$ cat src/hw/mact_params.svh
// Constants of the memory access cycle timing model
// Assumes one 250 MHz core clock; counts are core clock cycles
`ifndef MACT_PARAMS_SVH
`define MACT_PARAMS_SVH

// Address map
`define MACT_ROM_TOP        16'h5fff
`define MACT_PERIPHERAL_RAM_BASE      16'hfc00
`define MACT_MAIN_BASE      16'hfe00
`define MACT_SFR_BASE       16'hff00
`define MACT_SADDR_SFR_TOP  16'hff1f

// Wait control register fields, three bits per 16K block
`define MACT_WCTL_W         12
`define MACT_WCTL_FLD       3
`define MACT_WCTL_HS_BIT    2
`define MACT_WCTL_RESET     12'h000

// Access costs
`define MACT_MAIN_CLK       8'h01
`define MACT_SFR_CLK        8'h04
`define MACT_SLOW_BASE      8'h03
`define MACT_FAST_FETCH     8'h02
`define MACT_PWR_EU_CLK     8'h01

// Interrupt entry costs
`define MACT_VEC_MAIN       8'h15
`define MACT_VEC_PERIPHERAL_RAM_EVEN  8'h19
`define MACT_VEC_PERIPHERAL_RAM_ODD   8'h21
`define MACT_CTX_SWITCH     8'h11

// Macro service costs
`define MACT_SVC_EVT        8'h0c
`define MACT_SVC_M2S_BYTE   8'h12
`define MACT_SVC_M2S_WORD   8'h13
`define MACT_SVC_S2M_BYTE   8'h11
`define MACT_SVC_S2M_WORD   8'h12

// Correction costs
`define MACT_SADDR_EXTRA    16'h0004
`define MACT_FLUSH_FAST     8'h08
`define MACT_FLUSH_SLOW     8'h0a

`endif

$ cat src/hw/mact_pkg.sv
// Types of the memory access cycle timing model
// Assumes the constants header is included by each design file
package mact_pkg;

  typedef enum logic [2:0] {
    OP_FETCH   = 3'h0,
    OP_READ    = 3'h1,
    OP_WRITE   = 3'h2,
    OP_IRQ_VEC = 3'h3,
    OP_IRQ_CTX = 3'h4,
    OP_MACRO   = 3'h5,
    OP_BRANCH  = 3'h6
  } mact_op_type;

  typedef enum logic [2:0] {
    SVC_EVT      = 3'h0,
    SVC_M2S_BYTE = 3'h1,
    SVC_M2S_WORD = 3'h2,
    SVC_S2M_BYTE = 3'h3,
    SVC_S2M_WORD = 3'h4
  } mact_svc_type;

  typedef enum logic [2:0] {
    AREA_ROM  = 3'h0,
    AREA_GAP  = 3'h1,
    AREA_PERIPHERAL_RAM = 3'h2,
    AREA_MAIN = 3'h3,
    AREA_SFR  = 3'h4
  } mact_area_type;

  typedef enum logic [1:0] {
    CLS_NONE   = 2'h0,
    CLS_SINGLE = 2'h1,
    CLS_DOUBLE = 2'h2,
    CLS_MEMMEM = 2'h3
  } mact_class_type;

  typedef enum logic [3:0] {
    ST_IDLE  = 4'b0001,
    ST_ARB   = 4'b0010,
    ST_STALL = 4'b0100,
    ST_COUNT = 4'b1000
  } mact_state_type;

endpackage : mact_pkg

$ cat src/hw/mact_cycle_timer.sv
// Down counter that marks the last cycle of a timed access
// Assumes load only while the counter is idle
`include "mact_params.svh"

module mact_cycle_timer (
  // Clock and reset
  input  wire logic       ref_clk,
  input  wire logic       rst_b,
  // Load
  input  wire logic       load,
  input  wire logic [7:0] load_val,
  // Status
  output logic            last
);
  import mact_pkg::*;

  typedef struct packed {
    logic [7:0] cnt;
  } mact_tmr_type;

  mact_tmr_type st;
  mact_tmr_type next_st;

  always_comb begin
    next_st = st;
    if (load) begin
      next_st.cnt = load_val;
    end else if (st.cnt != 8'h00) begin
      next_st.cnt = st.cnt - 8'h01;
    end
  end

  always_ff @(posedge ref_clk) begin
    if (!rst_b) begin
      st <= '0;
    end else begin
      st <= next_st;
    end
  end

  assign last = (st.cnt == 8'h01);

endmodule : mact_cycle_timer

$ cat src/hw/mact_top.sv
// Cycle timing model of internal memory accesses and latencies
// Assumes the execution unit issues one request at a time
`include "mact_params.svh"

module mact_top (
  // Clock and reset
  input  wire logic                    ref_clk,
  input  wire logic                    rst_b,
  // Wait control register load
  input  wire logic                    wctl_wr,
  input  wire logic [11:0]             wctl_data,
  output logic      [11:0]             wait_control_reg,
  // Access request
  input  wire logic                    req_valid,
  input  wire mact_pkg::mact_op_type   req_op,
  input  wire logic [15:0]             req_addr,
  input  wire mact_pkg::mact_svc_type  req_svc,
  output logic                         req_ready,
  // Access completion
  output logic                         acc_done,
  output logic                         acc_error,
  output logic      [7:0]              acc_cycles,
  // Execution clock calculation
  input  wire logic                    calc_valid,
  input  wire logic [1:0]              calc_region,
  input  wire logic [15:0]             calc_instr_clocks,
  input  wire logic [7:0]              calc_instr_bytes,
  input  wire mact_pkg::mact_class_type calc_class,
  input  wire logic [15:0]             calc_opnd_a,
  input  wire logic [15:0]             calc_opnd_b,
  input  wire logic [3:0]              calc_mm_cnt,
  input  wire logic [3:0]              calc_wctl_cnt,
  input  wire logic                    calc_branch,
  output logic                         calc_done,
  output logic      [15:0]             calc_clocks
);
  import mact_pkg::*;

  typedef struct packed {
    mact_state_type state;
    logic           ready;
    logic           done;
    logic           err;
    logic [7:0]     cycles;
    logic [7:0]     bus_hold;
    logic [7:0]     bus_cnt;
    logic           arb;
    logic [11:0]    wctl;
    logic           calc_done;
    logic [15:0]    calc_clocks;
  } mact_top_type;

  mact_top_type st;
  mact_top_type next_st;

  logic           tmr_load;
  logic [7:0]     tmr_val;
  logic           tmr_last;
  mact_area_type  req_area;
  logic [1:0]     req_n;
  logic           req_hs;
  logic [7:0]     req_cost;
  logic           req_bad;
  logic           req_peripheral_ram_data;
  logic [15:0]    calc_total;
  logic [2:0]     req_fld;
  logic [2:0]     calc_fld;

  ////////////////////////////////////////////////////////////////////////////
  // Address and region decode

  function automatic mact_area_type area_of(input logic [15:0] a);
    if (a <= `MACT_ROM_TOP) begin
      area_of = AREA_ROM;
    end else if (a < `MACT_PERIPHERAL_RAM_BASE) begin
      area_of = AREA_GAP;
    end else if (a < `MACT_MAIN_BASE) begin
      area_of = AREA_PERIPHERAL_RAM;
    end else if (a < `MACT_SFR_BASE) begin
      area_of = AREA_MAIN;
    end else begin
      area_of = AREA_SFR;
    end
  endfunction : area_of

  function automatic logic [2:0] field_of(input logic [11:0] w, input logic [1:0] r);
    field_of = w[r*`MACT_WCTL_FLD +: `MACT_WCTL_FLD];
  endfunction : field_of

  assign req_area      = area_of(req_addr);
  assign req_fld       = field_of(st.wctl, req_addr[15:14]);
  assign calc_fld      = field_of(st.wctl, calc_region);
  assign req_n         = req_fld[1:0];
  assign req_hs        = req_fld[`MACT_WCTL_HS_BIT];
  assign req_peripheral_ram_data = (req_area == AREA_PERIPHERAL_RAM) && (req_op == OP_READ || req_op == OP_WRITE);

  ////////////////////////////////////////////////////////////////////////////
  // Request cost

  always_comb begin
    req_cost = `MACT_MAIN_CLK;
    req_bad  = 1'b0;
    case (req_op)
      OP_FETCH: begin
        if (req_area == AREA_ROM || req_area == AREA_PERIPHERAL_RAM) begin
          req_cost = req_hs ? `MACT_FAST_FETCH : `MACT_SLOW_BASE + {6'h00, req_n};
        end else begin
          req_bad = 1'b1;
        end
      end
      OP_READ, OP_WRITE: begin
        case (req_area)
          AREA_MAIN: req_cost = `MACT_MAIN_CLK;
          AREA_SFR: req_cost = `MACT_SFR_CLK;
          AREA_ROM: begin
            req_cost = `MACT_SLOW_BASE + {6'h00, req_n};
            req_bad  = (req_op == OP_WRITE);
          end
          AREA_PERIPHERAL_RAM: begin
            // Write hands off in one clock
            req_cost = (req_op == OP_WRITE) ? `MACT_PWR_EU_CLK
                                            : `MACT_SLOW_BASE + {6'h00, req_n};
          end
          default: req_bad = 1'b1;
        endcase
      end
      OP_IRQ_VEC: begin
        case (req_area)
          AREA_MAIN: req_cost = `MACT_VEC_MAIN + {5'h00, req_n, 1'b0};
          AREA_PERIPHERAL_RAM: req_cost = (req_addr[0] ? `MACT_VEC_PERIPHERAL_RAM_ODD : `MACT_VEC_PERIPHERAL_RAM_EVEN)
                                + {5'h00, req_n, 1'b0};
          default:   req_bad  = 1'b1;
        endcase
      end
      OP_IRQ_CTX: req_cost = `MACT_CTX_SWITCH + {5'h00, req_n, 1'b0};
      OP_MACRO: begin
        case (req_svc)
          SVC_EVT:      req_cost = `MACT_SVC_EVT;
          SVC_M2S_BYTE: req_cost = `MACT_SVC_M2S_BYTE;
          SVC_M2S_WORD: req_cost = `MACT_SVC_M2S_WORD;
          SVC_S2M_BYTE: req_cost = `MACT_SVC_S2M_BYTE;
          SVC_S2M_WORD: req_cost = `MACT_SVC_S2M_WORD;
          default:      req_bad  = 1'b1;
        endcase
      end
      OP_BRANCH: req_cost = req_hs ? `MACT_FLUSH_FAST : `MACT_FLUSH_SLOW + {6'h00, req_n};
      default: req_bad = 1'b1;
    endcase
  end

  ////////////////////////////////////////////////////////////////////////////
  // Execution clock calculation

  always_comb begin
    logic [2:0]  f;
    logic [15:0] n16;
    logic [15:0] byte_clk;
    logic [15:0] basic;
    logic [15:0] sfr_cnt;
    logic        in_a;
    logic        in_b;
    f        = calc_fld;
    basic    = 16'h0000;
    sfr_cnt  = 16'h0000;
    in_a     = 1'b0;
    in_b     = 1'b0;
    n16      = {14'h0000, f[1:0]};
    byte_clk = {8'h00, calc_instr_bytes} * (16'h0003 + n16);
    basic = (f[`MACT_WCTL_HS_BIT] || calc_instr_clocks > byte_clk) ? calc_instr_clocks
                                                                    : byte_clk;
    in_a = (calc_opnd_a >= `MACT_SFR_BASE) && (calc_opnd_a <= `MACT_SADDR_SFR_TOP);
    in_b = (calc_opnd_b >= `MACT_SFR_BASE) && (calc_opnd_b <= `MACT_SADDR_SFR_TOP);
    case (calc_class)
      CLS_SINGLE: sfr_cnt = {15'h0000, in_a};
      CLS_DOUBLE: sfr_cnt = {14'h0000, in_a, 1'b0};
      CLS_MEMMEM: sfr_cnt = {15'h0000, in_a} + {15'h0000, in_b};
      default:    sfr_cnt = 16'h0000;
    endcase
    calc_total = basic + sfr_cnt * `MACT_SADDR_EXTRA;
    if (f[`MACT_WCTL_HS_BIT]) begin
      calc_total = calc_total + {12'h000, calc_wctl_cnt};
    end else begin
      calc_total = calc_total + {12'h000, calc_mm_cnt} * n16;
    end
    if (calc_branch) begin
      calc_total = calc_total + (f[`MACT_WCTL_HS_BIT] ? {8'h00, `MACT_FLUSH_FAST}
                                                      : {8'h00, `MACT_FLUSH_SLOW} + n16);
    end
  end

  ////////////////////////////////////////////////////////////////////////////
  // Sequencer

  always_comb begin
    next_st           = st;
    next_st.done      = 1'b0;
    next_st.err       = 1'b0;
    next_st.calc_done = 1'b0;
    next_st.arb       = ~st.arb;
    tmr_load          = 1'b0;
    tmr_val           = st.cycles;
    if (st.bus_cnt != 8'h00) begin
      next_st.bus_cnt = st.bus_cnt - 8'h01;
    end
    if (wctl_wr) begin
      next_st.wctl = wctl_data;
    end
    if (calc_valid) begin
      next_st.calc_clocks = calc_total;
      next_st.calc_done   = 1'b1;
    end
    case (st.state)
      ST_IDLE: begin
        if (req_valid) begin
          next_st.cycles   = req_cost;
          next_st.bus_hold = req_peripheral_ram_data ? `MACT_SLOW_BASE + {6'h00, req_n} : 8'h00;
          if (req_bad) begin
            next_st.done = 1'b1;
            next_st.err  = 1'b1;
          end else if (req_op == OP_IRQ_VEC || req_op == OP_IRQ_CTX) begin
            next_st.ready = 1'b0;
            next_st.state = ST_ARB;
          end else if (req_peripheral_ram_data && st.bus_cnt != 8'h00) begin
            next_st.ready = 1'b0;
            next_st.state = ST_STALL;
          end else begin
            if (req_peripheral_ram_data) begin
              next_st.bus_cnt = `MACT_SLOW_BASE + {6'h00, req_n};
            end
            tmr_load      = 1'b1;
            tmr_val       = req_cost;
            next_st.ready = 1'b0;
            next_st.state = ST_COUNT;
          end
        end
      end
      ST_ARB: begin
        if (st.arb) begin
          tmr_load      = 1'b1;
          next_st.state = ST_COUNT;
        end
      end
      ST_STALL: begin
        if (st.bus_cnt == 8'h00) begin
          next_st.bus_cnt = st.bus_hold;
          tmr_load        = 1'b1;
          next_st.state   = ST_COUNT;
        end
      end
      ST_COUNT: begin
        if (tmr_last) begin
          next_st.done  = 1'b1;
          next_st.ready = 1'b1;
          next_st.state = ST_IDLE;
        end
      end
      default: begin
        next_st.ready = 1'b1;
        next_st.state = ST_IDLE;
      end
    endcase
  end

  always_ff @(posedge ref_clk) begin
    if (!rst_b) begin
      st       <= '0;
      st.state <= ST_IDLE;
      st.ready <= 1'b1;
      st.wctl  <= `MACT_WCTL_RESET;
    end else begin
      st <= next_st;
    end
  end

  mact_cycle_timer u_timer (
    .ref_clk  (ref_clk),
    .rst_b    (rst_b),
    .load     (tmr_load),
    .load_val (tmr_val),
    .last     (tmr_last)
  );

  assign wait_control_reg = st.wctl;
  assign req_ready        = st.ready;
  assign acc_done         = st.done;
  assign acc_error        = st.err;
  assign acc_cycles       = st.cycles;
  assign calc_done        = st.calc_done;
  assign calc_clocks      = st.calc_clocks;

  logic take;
  assign take = req_valid && st.ready;
endmodule : mact_top

$ cat config.mk
export PLATFORM = sky130hd
export DESIGN_NAME = mact_top
export DESIGN_NICKNAME = d
export VERILOG_FILES = /design/src/hw/mact_pkg.sv /design/src/hw/mact_cycle_timer.sv /design/src/hw/mact_top.sv
export VERILOG_INCLUDE_DIRS = /design/src /design/src/hw
export SDC_FILE = /design/constraint.sdc
export NUM_CORES = 1
export LEC_CHECK = 0
export ABC_AREA = 1
export BUFFER_PORTS_ARGS = -buffer_cell sky130_fd_sc_hd__buf_2
export CAP_MARGIN = 20
export CORE_MARGIN = 4
export CORE_UTILIZATION = 55
export CTS_CLUSTER_DIAMETER = 80
export DETAILED_ROUTE_END_ITERATION = 8
export MAX_ROUTING_LAYER = met4
export PLACE_DENSITY_LB_ADDON = 0.08
export SLEW_MARGIN = 20
export SYNTH_ARGS = -nofsm -noshare
export SYNTH_HDL_FRONTEND = slang
export SYNTH_SLANG_ARGS = --single-unit
$ cat constraint.sdc
create_clock -name ref_clk -period 16.8 [get_ports ref_clk]
set_input_delay 3.36 -clock ref_clk [delete_from_list [all_inputs] [get_ports ref_clk]]
set_output_delay 3.36 -clock ref_clk [all_outputs]
set_load 0.005 [all_outputs]
* Word level (Yosys, flattened, before mapping)
Index checks and enable logic that the tools add are counted.
** Storage, ports and cells
- Bits in registers :: 69
- Input bits :: 108
** Cells by class
- Add/sub/neg operators :: 14
- Multipliers :: 4
- Order comparisons :: 9
- Equality and inequality tests :: 26
- Shift operators :: 2
- Multiplexer cells :: 57
- Bitwise logic cells :: 2
- Reductions and logical operators :: 26
** Operators by type and width (count)
- 8-bit 2-to-1 mux :: 17
- 16-bit less-than comparator, second input constant :: 3
- 16-bit 2-to-1 mux :: 3
- 8-bit case mux with 6 select lines :: 1
- 16-bit >= comparator, second input constant :: 2
- 16-bit <= comparator, second input constant :: 2
- 31-bit 2-to-1 mux :: 1
- 5-bit 2-to-1 mux :: 5
- 8-bit case mux with 3 select lines :: 1
- 12-bit by 5-bit indexed part select with 3-bit output :: 2
- 5-bit case mux with 4 select lines :: 1
- 3-bit by 2-bit == test with 1-bit output, second input constant :: 6
- 17-bit 2-to-1 mux :: 1
- 16-bit adder :: 1
- 16-bit by 4-bit adder with 16-bit output :: 1
- 16-bit by 5-bit adder with 16-bit output :: 1
- 16-bit by 6-bit adder with 16-bit output :: 1
- 16-bit by 11-bit > comparator with 1-bit output :: 1
- 16-bit by 15-bit <= comparator with 1-bit output, second input constant :: 1
- 4-bit case mux with 4 select lines :: 1
- 8-bit case mux with 2 select lines :: 1
- 8-bit nonzero test :: 2
- 8-bit by 1-bit subtractor with 8-bit output, second input constant :: 2
- 3-bit == test, second input constant :: 5
- other kinds (40) :: 78

* Logic depth before layout (Yosys ltp)
Gate-level depths: netlist (run 1).
- Depth in word-level cells :: 15
- Depth in mapped cells :: 53
- Mapped depth without buffers :: 51

* Modules after synthesis
From an unflattened synthesis (run 1), not the netlist that was laid out.
** Second synthesis, totals
- Cells, all modules :: 1089
- Area total of the unflattened synthesis :: 6812.8 µm²
** Modules (own cells, without submodules)
- mact_top :: instances 1, cells an instance 1001, area each 6262.3 µm², seq. area each 1081.0 µm²
- mact_cycle_timer :: instances 1, cells an instance 88, area each 550.5 µm², seq. area each 160.2 µm²

* Worst setup path after synthesis (run 1)
OpenSTA, ideal clock, no wires.
- Path kind :: input -> register
- Start point :: input port calc_region[0]
- End point :: register st (netlist bit calc_clocks[15])
- Arrival :: 10.056 ns
- Slack :: 6.635 ns
- Stages :: 48
- Buffers on the path :: 2
- Cells stage by stage :: a21oi_1 -> o21ai_0 -> nand2_1 -> clkbuf_1 -> ha_1 -> nor2_1 -> fa_1 -> ha_1 -> fa_1 -> a21oi_1 -> o21ai_1 -> xor2_1 -> ha_1 -> nand2_1 -> nor2_1 -> nor2_1 -> nand2_1 -> nand2_1 -> (+12 left out) -> nand2_1 -> nor2_1 -> a211oi_1 -> nor2_1 -> nor2_1 -> nand2_1 -> nand2_1 -> nand3_1 -> nor2_1 -> nand3_1 -> nor2_2 -> nand2_2 -> nor2_4 -> nand2_1 -> nand2_1 -> nand3_1 -> nand2_1 -> inv_1
** On the way
- Word-level cells in the longest chain between the ends :: 12
- Elaborated cells between the ends (all ways) :: 16
- Classes of those cells :: 6 x add/sub; 3 x mul; 1 x order compare; 1 x shift; 4 x mux; 1 x reduce/logical
** Ends and longest elaborated chain
- from (decl) :: line mact_top.sv:25 : input wire logic [1:0] calc_region,
- 2-bit by 2-bit multiplier with 4-bit output (no source line) (*)
- 12-bit by 5-bit indexed part select with 3-bit output (*) :: line mact_top.sv:87 : field_of = w[r*`MACT_WCTL_FLD +: `MACT_WCTL_FLD];
- 2-bit by 2-bit adder with 3-bit output :: line mact_top.sv:168 : byte_clk = {8'h00, calc_instr_bytes} * (16'h0003 + n16);
- 8-bit by 3-bit multiplier with 11-bit output :: line mact_top.sv:168
- 16-bit by 11-bit > comparator with 1-bit output :: line mact_top.sv:169 : basic = (f[`MACT_WCTL_HS_BIT] || calc_instr_clocks > byte_clk) ? calc_instr_clocks
- 1-bit logical OR :: line mact_top.sv:169
- 16-bit 2-to-1 mux :: line mact_top.sv:169
- 16-bit adder (no source line)
- 16-bit by 6-bit adder with 16-bit output / 16-bit by 4-bit adder with 16-bit output (equally long branches) :: line mact_top.sv:183, mact_top.sv:181
- 16-bit 2-to-1 mux :: line mact_top.sv:180 : if (f[`MACT_WCTL_HS_BIT]) begin
- 16-bit by 5-bit adder with 16-bit output :: line mact_top.sv:186 : calc_total = calc_total + (f[`MACT_WCTL_HS_BIT] ? {8'h00, `MACT_FLUSH_FAST}
- 16-bit 2-to-1 mux (*) :: line mact_top.sv:185 : if (calc_branch) begin
- to (signal assigned) :: line mact_top.sv:271 : st <= next_st;
- to (decl) :: line mact_top.sv:53 : mact_top_type st;
Mark *: on every way between the ends. The rest lies on a longest branch, timed or not.
A chain may end at the register's enable or synchronous reset.

* Final worst setup path (run 1)
Ends and elaborated chain as after synthesis.

==> flow_metrics.tcl, run 1 <==
set metrics [dict create \
    dp_hpwl_um 12600 \
    synth.most_common_cell "nand2_1" \
    powerDensity_nw_per_um2 97.8 \
    gp_congestion 0.920 \
    nets 1306 \
    syn_area_um2 6560 \
    grt_overflow 0 \
    startpoint_type "primary input" \
    synth-simple-area-share_pct 34.6 \
    synth_cell_types 51 \
    yosysSeqAreaShare_pct 18.9 \
    drc_errors 0 \
    hold_viol 0 \
    power_frac_comb_pct 46.8 \
    wirelength_um 15300 \
    synth-seq-cells 62 \
    ctsResizeCount 0 \
    clk_pin_slew_ns 0.06 \
    place_inst 1272 \
    timing.final.crit_share_pct 63.6 \
    clock_sinks 62 \
    postSynthCellCount 1052 \
    path_depth 51 \
    met3_length_um 472 \
    final_util_pct 63.5 \
    power_mw 0.718 \
    grt_first_pass_wirelength_um 26000 \
    path_common_cell "nand2_1" \
    layout-drive-gt1-share_pct 18.3 \
    cp_max_fo 19 \
    synth-compound-area-share_pct 15.3 \
    p_int_mw 0.424 \
    status "finished clean" \
    cts_hold_buf 0 \
    synth_largest_area_cell "dfxtp_1" \
    cts_made_buffers 9 \
    setup_tns_ns 0 \
    holdPathStages 1 \
    yosys-top-cells-count "223 x nand2_1, 165 x inv_1, 122 x nor2_1, 67 x a21oi_1, 67 x o21ai_0" \
    fill_cells 1207 \
    switching_share_pct 41.0 \
    num_vias 6507 \
    synthFlopType "dfxtp_1" \
    critPathTopFamily "simple AND/OR/NAND/NOR gates" \
    met2WireLength_um 7780 \
    yosys_warnings 0 \
    synthAdderAreaFrac_pct 12.7 \
    power_frac_seq_pct 26.9 \
    endpoint_kind "flop" \
    port_buffers 128 \
    synthTopCellsByArea "dfxtp_1 19%, nand2_1 13%, inv_1 9.4%, ha_1 8.4%, nor2_1 7.0%" \
    async_flop_share_pct 0 \
    antenna_found_initial 0 \
    drt_iter0_drc 428 \
    dieWidth_um 117 \
    cts_tree "yes" \
    synth_mux_area_share_pct 0 \
    top_layer "met4" \
    fin_crit_ns 10.69 \
    slowest_delay_ns 0.52 \
    crit_type "primary input to flop" \
    reg2reg_slack_ns 8.95 \
    yosysTopAreaCellShare_pct 18.9 \
    grt_setup_unrepaired "false" \
    antenna_left 0 \
    power_switching_mw 0.294 \
    design_area_um2 7350 \
    via_per_inst 5.05 \
    area_delta_synth_final_pct 12.0 \
    reg2regPathDepth 49 \
    fmax_mhz 93.6 \
    clk_latency_ns 0.33 \
    cp.arrival_ns 10.93 \
    worst_ep_required_time_ns 17.04 \
    final_cells 1288 \
    maxSlewHeadroom_pct 54.2 \
    path_buf_inv 8 \
    synth_top_family_by_area "simple AND/OR/NAND/NOR gates" \
    track_usage_pct 23.8 \
    syn_avg_cell_area_um2 6.24 \
    slowest_stage "fa_1" \
    clockPowerShare_pct 26.4 \
    grt_max_degree 41 \
    wl_per_cell_um 11.9 \
    grt_pass1_vias 5965 \
    dieArea_um2 13700 \
    met1_length_um 6910 \
    min_path_type "flop to flop" \
    vdd_ir_drop_max_mv 0.0494 \
    post_cts_buffers 0 \
    detail_route.first_pass.iterations 6 \
    slew_viol_final 0 \
    leakage_nw 3.98 \
    synth_edf_count 0 \
    initial_core_util_pct 56.7 \
    cap_violations 0 \
    ioPinCount 148 \
    worstMarginPinSlew_ns 0.685 \
    fp.dieH_um 117 \
    fin_skew_ns 0.00611 \
    synth_xor_area_share_pct 3.07 \
    core_um2 11600 \
    postPlaceCellArea_um2 7040 \
    clock_path_buffers 2 \
    cts-root-buf "clkbuf_16" \
    setup_violations 0 \
    n_antenna_cell 0 \
    rows 39 \
    htreeDepth 3 \
]
==> power by group through the flow <==
stage	logic (mW)	clock network (mW)	registers (mW)
final	0.336	0.189	0.193
after global routing	0.391	0.198	0.197
after CTS	0.337	0.191	0.193
after detailed placement	0.333	0	0.196
after global placement	0.330	0	0.196
after floorplan	0.270	0	0.192
==> cell type report <==
| class | instances | area [um2] | area share (%) |
|---|---|---|---|
| repair buffers | 128 | 641 | 8.72 |
| multi-input cells | 762 | 4310 | 58.7 |
| flip-flops and latches | 62 | 1240 | 16.9 |
| inverters | 177 | 664 | 9.04 |
| well taps | 143 | 179 | 2.44 |
| clock inverters | 6 | 70.1 | 0.954 |
| clock buffers | 10 | 239 | 3.25 |
==> layout by cell type, fill, tap and decap left out, types with 5 or more instances in the layout <==
cell,n
buf_2,128
a31oi_1,5
a211oi_1,6
o21ai_1,6
o31ai_1,5
o211ai_1,9
nand3_1,63
o21ai_0,67
xnor2_1,8
nor3_1,14
nand4_1,13
fa_1,14
nor2_1,122
a21oi_1,67
dfxtp_1,62
clkbuf_16,9
inv_2,10
nand3b_1,5
inv_1,165
nand3_2,5
nand2_2,19
or2_2,5
ha_1,44
xor2_1,15
nand2_1,223
nor2_2,11
==> kinds of logic (layout without fill, tap and decap cells) <==
logic type,Yosys count,count (layout)
flops,62,62
compound gates,180,180
fa+ha+maj,58,58
simple gates,499,499
xor+xnor,23,23
other cells,1,2
buf+inv,229,321
==> metrics by stage <==
stage,setup slack (ns),hold slack (ns)
after global placement,5.73,0.429
final,6.11,0.450
after global routing,5.32,0.468
after CTS,6.08,0.451
after detailed placement,5.76,0.437
after floorplan,6.63,0.414
==> layer usage <==
layer / vias to the layer above / GRT usage [%]
met5: - / -
met4: 0 / 6.19
met3: 11 / 1.85
met2: 115 / 42.8
met1: 2870 / 28.8
li1: 3511 / -
==> path summary, 6_finish.rpt <==
path | to | start
max | calc_clocks[15] | calc_region[0]
min | st[29] | st[29]
max reg2reg | calc_clocks[15] | wait_control_reg[0]
min reg2reg | st[29] | st[29]
Note: power is estimated with default switching activity, not from simulation.
==> run 2: changes to the inputs <==
- ABC_AREA: 1 -> 0
- clock period: 16.8 -> 11.05 ns (I/O delays scaled with it)
==> flow_metrics.tcl, run 2 <==
set metrics [dict create \
    clock_path_buffers 2 \
    cap_violations 0 \
    endpoint_kind "flop" \
    via_per_inst 5.73 \
    crit_type "primary input to flop" \
    cp_max_fo 8 \
    design_area_um2 7370 \
    htreeDepth 3 \
    syn_avg_cell_area_um2 7.79 \
    wl_per_cell_um 15.0 \
    detail_route.first_pass.iterations 7 \
    n_antenna_cell 0 \
    worstMarginPinSlew_ns 0.703 \
    cts_tree "yes" \
    yosys-top-cells-count "95 x nor2_1, 70 x nand2_1, 62 x dfxtp_1, 51 x a21oi_1, 45 x inv_1" \
    path_buf_inv 4 \
    cts_made_buffers 9 \
    clock_sinks 62 \
    ioPinCount 148 \
    wirelength_um 16200 \
    async_flop_share_pct 0 \
    holdPathStages 1 \
    fin_skew_ns 0.00762 \
    path_common_cell "ha_1" \
    yosys_warnings 0 \
    dieWidth_um 117 \
    vdd_ir_drop_max_mv 0.0779 \
    fin_crit_ns 10.41 \
    worst_slack_ns 0.643 \
    layout-drive-gt1-share_pct 21.6 \
    powerDensity_nw_per_um2 149 \
    grt_overflow 0 \
    yosysTopAreaCellShare_pct 19.1 \
    fill_cells 1074 \
    nets 1099 \
    antenna_left 0 \
    grt_pass1_vias 6135 \
    timing.final.crit_share_pct 94.2 \
    slowest_stage "mux4_2" \
    syn_area_um2 6510 \
    slew_viol_final 0 \
    place_inst 1065 \
    startpoint_type "primary input" \
    place_ws_ns 0.179 \
    rows 39 \
    synth_largest_area_cell "dfxtp_1" \
    critPathTopFamily "adder cells" \
    setup_tns_ns 0 \
    worst_ep_required_time_ns 11.26 \
    postPlaceCellArea_um2 7060 \
    final_cells 1081 \
    port_buffers 128 \
    leakage_nw 3.33 \
    setup_violations 0 \
    min_path_type "flop to flop" \
    path_depth 37 \
    postSynthCellCount 836 \
    synthTopCellsByArea "dfxtp_1 19%, ha_1 8.5%, nor2_1 5.5%, xnor2_1 5.1%, fa_1 4.3%" \
    final_common_cell "buf_2" \
    cts-root-buf "clkbuf_16" \
    layout_common_cells "128 x buf_2, 95 x nor2_1, 70 x nand2_1" \
    post_cts_buffers 0 \
    area_delta_synth_final_pct 13.2 \
    gp_congestion 0.841 \
    fp.dieH_um 117 \
    synth_cell_types 88 \
    drt_iter0_drc 413 \
    grt_max_degree 50 \
    dp_hpwl_um 13200 \
    synth-seq-cells 62 \
    cp.arrival_ns 10.62 \
    track_usage_pct 25.3 \
    power_mw 1.10 \
    antenna_found_initial 0 \
    yosysSeqAreaShare_pct 19.1 \
    hold_viol 0 \
    synth_edf_count 0 \
    synthFlopType "dfxtp_1" \
    clk_pin_slew_ns 0.06 \
    dieArea_um2 13600 \
    synth.most_common_cell "nor2_1" \
    status "finished clean" \
    grt_first_pass_wirelength_um 27600 \
    clk_latency_ns 0.32 \
    maxSlewHeadroom_pct 52.7 \
    reg2regPathDepth 36 \
    core_um2 11500 \
    fmax_mhz 96.1 \
    initial_core_util_pct 56.6 \
    num_vias 6193 \
    slowest_delay_ns 0.59 \
    drc_errors 0 \
]
[run 2: changes by cell type after synthesis, sizes merged, moves of 24 or more]
cell    previous run  this run
inv              175        45
mux2i              0        27
nand2            247        71
nand2b             0        24
nand3             69        25
nor2             137        97
o21ai             74        37
xnor2              8        38
[run 2: stage by stage]
stage / util (%) / hold slack [ns]
after floorplan: - / 0.394
after global placement: 61.3 / 0.408
after detailed placement: 61.3 / 0.417
after CTS: 63.8 / 0.425
after global routing: 64.0 / 0.437
final: 64.0 / 0.420
[run 2: power breakdown]
group,internal (mW),switching [mW]
registers,0.263,0.0319
logic,0.231,0.296
clock network,0.174,0.102
[run 2: cell type report]
class | instances | area [um2] | share of cell area (%)
multi-input combinational | 668 | 4720 | 63.9
clock inverter | 6 | 61.3 | 0.831
tap | 143 | 179 | 2.43
sequential | 62 | 1240 | 16.8
clock buffer | 10 | 229 | 3.10
timing repair buffer | 146 | 776 | 10.5
inverter | 46 | 173 | 2.34
[run 2: cells by family (layout without fill, tap and decap cells)]
| kind of cell | count (synthesis) | count (layout) | synth area share, % |
|---|---|---|---|
| other | 1 | 2 | 0.0576 |
| buffers and inverters | 107 | 208 | 9.03 |
| AO/OA/AOI/OAI | 171 | 171 | 17.4 |
| adder cells (fa/ha/maj) | 58 | 58 | 12.8 |
| AND/OR/NAND/NOR | 349 | 349 | 28.1 |
| flip-flops | 62 | 62 | 19.1 |
| XOR/XNOR | 54 | 54 | 7.49 |
| multiplexers | 34 | 34 | 6.13 |
[run 2: repair_timing]
item                       4_1_cts  5_1_grt
setup endpoints to repair        0        8
gates resized for setup          0        6
hold buffers                     0        0
[run 2: layer usage]
metal | GRT usage, % | up-vias | part of all wire [%]
li1 | - | 3118 | -
met1 | 28.4 | 2894 | 41
met2 | 46.5 | 151 | 53
met3 | 3.44 | 30 | 3.7
met4 | 7.87 | 0 | 2.0
met5 | - | - | 0
[run 2: path summary, 6_finish.rpt]
check,end,from,slack (ns)
worst min register to register,st[29],st[29],0.42
worst min-delay path,st[29],st[29],0.42
worst max-delay path,calc_clocks[14],calc_region[0],0.64
worst max register to register,calc_clocks[14],wait_control_reg[10],2.40
[run 2: worst register-to-register path, delay by kind of cell, from the launching register on]
family	cells	cell delay, ns
mux	1	0.55
simple gates	13	2.31
buf+inv	3	0.35
fa+ha+maj	9	3.06
compound gates	8	1.62
xor+xnor	2	0.32
flops	1	0.33
